$ cat src/pkg/pwm_defs.vh
// register map, field layout and timing constants of the dual pwm block
`ifndef PWM_DEFS_VH
`define PWM_DEFS_VH

// register indices; byte address is four times the index
`define IDX_CONTROL 6'h0C
`define IDX_CH0_WIDTH 6'h0D
`define IDX_CH1_WIDTH 6'h0E
`define IDX_STATUS 6'h0F

// control register fields
`define CTL_RUN_BIT 0
`define CTL_MODE_LO 1
`define CTL_MODE_HI 2
`define CTL_EN_A_BIT 3
`define CTL_EN_B_BIT 4

// reset values
`define CONTROL_RESET 8'h00
`define WIDTH_RESET 8'h00

// period mode encodings
`define MODE_8BIT 2'h0
`define MODE_7BIT 2'h1
`define MODE_6BIT 2'h2
`define MODE_RSVD 2'h3

// last count of each period (periods of 256, 128 and 64 clocks)
`define LAST_8BIT 8'hFF
`define LAST_7BIT 8'h7F
`define LAST_6BIT 8'h3F

// clock period of the source oscillator in ns
`define SRC_CLK_NS 40

`endif

$ cat src/core/dual_channel_fast_pwm.v
// dual channel fast pwm generator with apb register access
`timescale 1ns/100ps
`include "pwm_defs.vh"

module dual_channel_fast_pwm
(
  input wire I_CLK,
  input wire I_RESET_N,
  input wire I_PSEL,
  input wire I_PENABLE,
  input wire I_PWRITE,
  input wire [7:0] I_PADDR,
  input wire [31:0] I_PWDATA,
  output reg [31:0] O_PRDATA,
  output wire O_PREADY,
  output wire O_PSLVERR,
  output wire O_PWM_OUT_A,
  output wire O_PWM_OUT_B
);

  // ---------------------------------------------------------------
  // bus decode
  // ---------------------------------------------------------------

  wire [5:0] word_idx;
  wire acc_phase;
  wire wr_en;
  wire hit_ctl;
  wire hit_ch0;
  wire hit_ch1;
  wire hit_sts;
  wire mapped;

  // word index from byte address; low two bits ignored
  assign word_idx = I_PADDR[7:2];
  assign acc_phase = I_PSEL & I_PENABLE;
  assign hit_ctl = (word_idx == `IDX_CONTROL);
  assign hit_ch0 = (word_idx == `IDX_CH0_WIDTH);
  assign hit_ch1 = (word_idx == `IDX_CH1_WIDTH);
  assign hit_sts = (word_idx == `IDX_STATUS);
  assign mapped = hit_ctl | hit_ch0 | hit_ch1 | hit_sts;
  assign wr_en = acc_phase & I_PWRITE;

  // zero wait states; unmapped addresses answer with an error
  assign O_PREADY = 1'b1;
  assign O_PSLVERR = acc_phase & ~mapped;

  // ---------------------------------------------------------------
  // control register
  // ---------------------------------------------------------------

  reg run_q;
  reg [1:0] mode_q;
  reg en_a_q;
  reg en_b_q;
  wire ctl_wr;
  wire run_wr;

  assign ctl_wr = wr_en & hit_ctl;
  assign run_wr = I_PWDATA[`CTL_RUN_BIT];

  // a write with run low stops the unit and clears both enables,
  // which doubles as the software reset of all but the mode field and read data
  always @(posedge I_CLK)
  begin
    if (!I_RESET_N)
    begin
      run_q <= 1'b0;
      mode_q <= `MODE_8BIT;
      en_a_q <= 1'b0;
      en_b_q <= 1'b0;
    end
    else if (ctl_wr)
    begin
      run_q <= run_wr;
      if (!run_wr)
      begin
        en_a_q <= 1'b0;
        en_b_q <= 1'b0;
      end
      else
      begin
        en_a_q <= I_PWDATA[`CTL_EN_A_BIT];
        en_b_q <= I_PWDATA[`CTL_EN_B_BIT];
      end
      // mode is only taken while stopped or while stopping
      if (!run_q || !run_wr)
      begin
        mode_q <= I_PWDATA[`CTL_MODE_HI:`CTL_MODE_LO];
      end
    end
  end

  // ---------------------------------------------------------------
  // shared period counter
  // ---------------------------------------------------------------

  reg [7:0] cnt_q;
  reg [7:0] last_cnt;
  wire wrap;

  // one mode for both channels; reserved code runs as 8-bit
  always @*
  begin
    case (mode_q)
      `MODE_8BIT: last_cnt = `LAST_8BIT;
      `MODE_7BIT: last_cnt = `LAST_7BIT;
      `MODE_6BIT: last_cnt = `LAST_6BIT;
      default: last_cnt = `LAST_8BIT;
    endcase
  end

  assign wrap = run_q & (cnt_q == last_cnt);

  // counter held at zero while stopped
  always @(posedge I_CLK)
  begin
    if (!I_RESET_N)
    begin
      cnt_q <= 8'h00;
    end
    else if (!run_q)
    begin
      cnt_q <= 8'h00;
    end
    else if (wrap)
    begin
      cnt_q <= 8'h00;
    end
    else
    begin
      cnt_q <= cnt_q + 8'h01;
    end
  end

  // ---------------------------------------------------------------
  // per channel width, dither and output stage
  // ---------------------------------------------------------------

  wire [1:0] ch_hit;
  wire [1:0] ch_en;
  wire [15:0] ch_data;
  wire [1:0] ch_out;

  assign ch_hit = {hit_ch1, hit_ch0};
  assign ch_en = {en_b_q, en_a_q};

  genvar g;
  generate
    for (g = 0; g < 2; g = g + 1)
    begin : chan
      reg [7:0] data_q;
      reg [8:0] wid_q;
      reg half_q;
      reg acc_q;
      reg pos_q;
      reg neg_q;
      reg [8:0] wid_d;
      reg half_d;
      reg acc_d;
      reg [2:0] quarters;

      // data register; writes only land while running, and a
      // stop wipes it along with the control bits
      always @(posedge I_CLK)
      begin
        if (!I_RESET_N)
        begin
          data_q <= `WIDTH_RESET;
        end
        else if (ctl_wr && !run_wr)
        begin
          data_q <= `WIDTH_RESET;
        end
        else if (wr_en && ch_hit[g] && run_q)
        begin
          data_q <= I_PWDATA[7:0];
        end
      end

      // width for the coming period, in whole plus half clocks
      always @*
      begin
        quarters = {2'b00, acc_q} + {1'b0, data_q[1:0]};
        wid_d = {1'b0, data_q};
        half_d = 1'b0;
        acc_d = 1'b0;
        case (mode_q)
          `MODE_7BIT:
          begin
            wid_d = {2'b00, data_q[7:1]};
            half_d = data_q[0];
          end
          `MODE_6BIT:
          begin
            // carry a quarter residue so the average step is
            // a quarter clock while each pulse gains 0, 1/2 or 1
            wid_d = {3'b000, data_q[7:2]} + {8'h00, quarters[2]};
            half_d = quarters[1];
            acc_d = quarters[0];
          end
          default:
          begin
            wid_d = {1'b0, data_q};
          end
        endcase
      end

      // width latched only at the boundary, or freely while
      // stopped so the first period is already right
      always @(posedge I_CLK)
      begin
        if (!I_RESET_N)
        begin
          wid_q <= 9'h000;
          half_q <= 1'b0;
          acc_q <= 1'b0;
        end
        else if (!run_q || wrap)
        begin
          wid_q <= wid_d;
          half_q <= half_d;
          acc_q <= run_q ? acc_d : 1'b0;
        end
      end

      // low from period start for the width, high afterwards
      always @(posedge I_CLK)
      begin
        if (!I_RESET_N)
        begin
          pos_q <= 1'b1;
        end
        else
        begin
          pos_q <= ~(run_q & ch_en[g] & ({1'b0, cnt_q} < wid_q));
        end
      end

      // falling-edge copy delays the rising edge by half a clock
      always @(negedge I_CLK)
      begin
        if (!I_RESET_N)
        begin
          neg_q <= 1'b1;
        end
        else
        begin
          neg_q <= pos_q;
        end
      end

      assign ch_out[g] = half_q ? (pos_q & neg_q) : pos_q;
      assign ch_data[8*g+7:8*g] = data_q;
    end
  endgenerate

  // stopped or disabled channels rest high
  assign O_PWM_OUT_A = ch_out[0];
  assign O_PWM_OUT_B = ch_out[1];

  // ---------------------------------------------------------------
  // read data
  // ---------------------------------------------------------------

  reg [31:0] rd_d;

  always @*
  begin
    rd_d = 32'h00000000;
    if (hit_ctl)
    begin
      rd_d[`CTL_RUN_BIT] = run_q;
      rd_d[`CTL_MODE_HI:`CTL_MODE_LO] = mode_q;
      rd_d[`CTL_EN_A_BIT] = en_a_q;
      rd_d[`CTL_EN_B_BIT] = en_b_q;
    end
    else if (hit_ch0)
    begin
      rd_d[7:0] = ch_data[7:0];
    end
    else if (hit_ch1)
    begin
      rd_d[7:0] = ch_data[15:8];
    end
    else if (hit_sts)
    begin
      rd_d[7:0] = cnt_q;
      rd_d[9:8] = ch_out;
    end
  end

  // read data registered in the setup phase, valid in access
  always @(posedge I_CLK)
  begin
    if (!I_RESET_N)
    begin
      O_PRDATA <= 32'h00000000;
    end
    else if (I_PSEL && !I_PENABLE && !I_PWRITE)
    begin
      O_PRDATA <= rd_d;
    end
  end

endmodule

$ cat config.mk
export PLATFORM = sky130hd
export DESIGN_NAME = dual_channel_fast_pwm
export DESIGN_NICKNAME = d
export VERILOG_FILES = /design/src/core/dual_channel_fast_pwm.v
export VERILOG_INCLUDE_DIRS = /design/src /design/src/pkg
export SDC_FILE = /design/constraint.sdc
export NUM_CORES = 1
export LEC_CHECK = 0
export ABC_CLOCK_PERIOD_IN_PS = 2900
export BUFFER_PORTS_ARGS = -buffer_cell sky130_fd_sc_hd__buf_2
export CORE_MARGIN = 3
export CORE_UTILIZATION = 44
export DETAILED_ROUTE_END_ITERATION = 8
export PLACE_DENSITY_LB_ADDON = 0.12
export SYNTH_ARGS = -nofsm -noshare
export SYNTH_HDL_FRONTEND = slang
export SYNTH_SLANG_ARGS = --single-unit
$ cat constraint.sdc
create_clock -name I_CLK -period 2.9 [get_ports I_CLK]
set_input_delay 0 -clock I_CLK [delete_from_list [all_inputs] [get_ports I_CLK]]
set_output_delay 0 -clock I_CLK [all_outputs]
set_load 0.02 [all_outputs]
==> reports/metrics.cfg <==
[layout]
syn_to_final_growth_pct=12.1
final_layout_size_suffix_gt1_share_pct=16.7
fillers=758
fin_nets=513
diodes=0

[place]
place_hpwl_microns=6570
portBuffers=31
dp_slack_ns=0.510
gp_congestion=0.833

[cts]
clockRootBuffer=clkbuf_8
clock-sinks=63
cts.repair.resized=0
cts_setup_buffers=0
cts.path.max_buffers=2
cts_tree=built
htreeDepth=3
clk_latency_ns=0.39
cts_buffers=9
clk_pin_slew_ns=0.07

[route]
wl_microns=9000
drc=0
avgRoutedWirePerCell_microns=16.4
dr.pass1.iters=4
drt_iter0_markers=93
vias=2990
avgViaCountPerCell=5.44
ant_nets=0

[pwr]
comb_power_share_pct=5.1
p_leak_nw=1.64
power_frac_seq_pct=46.8
vdd_drop_max_uv=370
internal-power_mw=1.41
power.net_switching_mw=0.441
total_power_mw=1.85
swShare_pct=23.8
cellPowerDensity_nw_per_um2=444
p_clk_share_pct=48.1

[synth]
syn_inst=410
synth.area.top_cells=dfxtp_1 34%, ha_1 8.4%, buf_4 5.3%
synth_cell_types=55
synth_most_common_cell=dfxtp_1
synth_seq_cells=63
ys_async_sr_fraction_pct=0
synth_top_area_cell=dfxtp_1
synth_top_area_share_pct=34.0
yosysWarningCount=0
synthTopCellsByCount=63 x dfxtp_1, 30 x nor2_1, 28 x nand2_1, 26 x buf_4, 26 x inv_1
syn_area_sq_um=3710
synth_ff_type=dfxtp_1
avgSynthCellArea_sq_um=9.06
ys_seq_area_share_pct=34.0
synth_edf_count=0

[setup_path]
crit_required_ns=2.90
cp_max_fo=2
crit_start=chan[0].neg_q
critical_path.reg2reg.startpoint=chan[0].neg_q
crit_type=flip-flop to output pin
cp-end-kind=output pin
cp-start-kind=flip-flop
arrival_ns=2.63

[die]
initial_core_util_pct=46.6
dieHeight_microns=97.9
ioPinCount=81
rows=32
die_area_sq_um=9580
core_sq_um=7970
die_w_microns=97.9

[outcome]
status=finished clean

[sta]
skew_ns=0.0490
hold_viol=0
drv_slew=0
setup_tns_ns=0
layout_setup_ws_ns=0.270
maxSlewHeadroom_pct=58.9
setup_violations=0
tightest_slew_ns=0.615
rsz0062_at_grt=false

[global_routing]
grt_overflow=0
antenna_found_initial=0
grt_pass1_vias=2793
grt_max_degree=25
grt_pass1_wl_microns=14600
grt_usage_pct=19.2

[job]
drv_cap=0

[min_path]
hold_class=input pin to flip-flop
worstHoldStart=I_RESET_N

==> registers in the layout, summed over array words and instances, names as in the netlist <==
name / count
chan.data_q: 16
chan.wid_q: 16
O_PRDATA: 10
cnt_q: 8
chan.acc_q: 2
chan.half_q: 2
chan.neg_q: 2
chan.pos_q: 2
mode_q: 2
en_a_q: 1
en_b_q: 1
run_q: 1
==> worst max-delay path, cell delays in order, from the launching register on <==
cell and delay (ns):
dfxtp_1 0.30, inv_1 0.03, a21boi_0 0.25, buf_2 0.22
==> cell families (layout without fill, tap and decap cells) <==
logic type | count (synthesis) | count (layout) | share of synthesized area (%)
and+or+nand+nor | 125 | 125 | 18.9
AOI/OAI and AO/OA | 86 | 86 | 16.8
buffers and inverters | 72 | 89 | 10.3
DFF | 63 | 63 | 34.0
muxes | 26 | 26 | 8.82
adders and majority gates | 25 | 25 | 8.42
xor gates and xnor gates | 11 | 11 | 2.59
other | 2 | 23 | 0.202
==> stage by stage <==
stage / hold WS, ns / cells / util [%] / cell area (sq um)
6_report: 0.0674 / 550 / 52.3 / 4160
5_1_grt: 0.0640 / 550 / 52.3 / 4160
4_1_cts: 0.0526 / 550 / 52.3 / 4160
3_5_place_dp: 0.257 / 525 / 48.2 / 3840
3_3_place_gp: 0.253 / 525 / 48.2 / 3840
2_1_floorplan: 0.140 / 431 / - / 3790
==> routing by layer <==
metal  GRT usage, %  up-vias  part of all wire, %
met5              0        -                    0
met4           4.69        0                  1.4
li1               -     1477                    -
met3           4.79        9                  4.4
met2           29.9       68                   46
met1           26.8     1436                   48
==> final timing paths <==
path | endpoint | slack [ns] | depth (start not counted)
worst max-delay path | O_PWM_OUT_A | 0.27 | 3
worst min-delay path | O_PRDATA[8] | 0.07 | 2
worst max register to register | O_PRDATA[8] | 0.48 | 4
worst min register to register | chan[0].wid_q[2] | 0.45 | 2
==> power groups by stage <==
stage	Combinational, mW	Clock, mW	Sequential, mW
6_report	0.0950	0.889	0.865
3_5_place_dp	0.0858	0.00648	0.885
3_3_place_gp	0.0851	0.00648	0.885
2_1_floorplan	0.0853	0.00648	0.885
4_1_cts	0.0940	0.908	0.865
5_1_grt	0.103	0.949	0.865
==> final cells by class <==
class	count	area [sq um]	share of cell area, %
Multi-Input combinational cell	296	2150	51.7
Clock buffer	11	174	4.18
Sequential cell	63	1260	30.3
Clock inverter	7	72.6	1.74
Timing Repair Buffer	45	280	6.73
Tap cell	102	128	3.06
Inverter	26	97.6	2.34
==> what timing repair did <==
action                                 in CTS  in global routing
setup endpoints to repair                   0                  0
endpoints found under the hold margin      19                  0
hold buffers                                8                  0
==> layout by cell type (no fill, tap or decap), drive strengths merged, types with 6 or more instances in the layout <==
| cell type | instances |
|---|---|
| dfxtp | 63 |
| buf | 37 |
| nor2 | 30 |
| inv | 29 |
| nand2 | 28 |
| ha | 25 |
| conb | 23 |
| o21ai | 22 |
| mux2i | 17 |
| nand3 | 15 |
| a21boi | 13 |
| nor2b | 12 |
| a21oi | 11 |
| clkbuf | 11 |
| a22oi | 9 |
| nand2b | 8 |
| a221o | 8 |
| dlygate4sd3 | 8 |
| and3 | 6 |
| xor2 | 6 |
(Power assumes the default switching activity.)
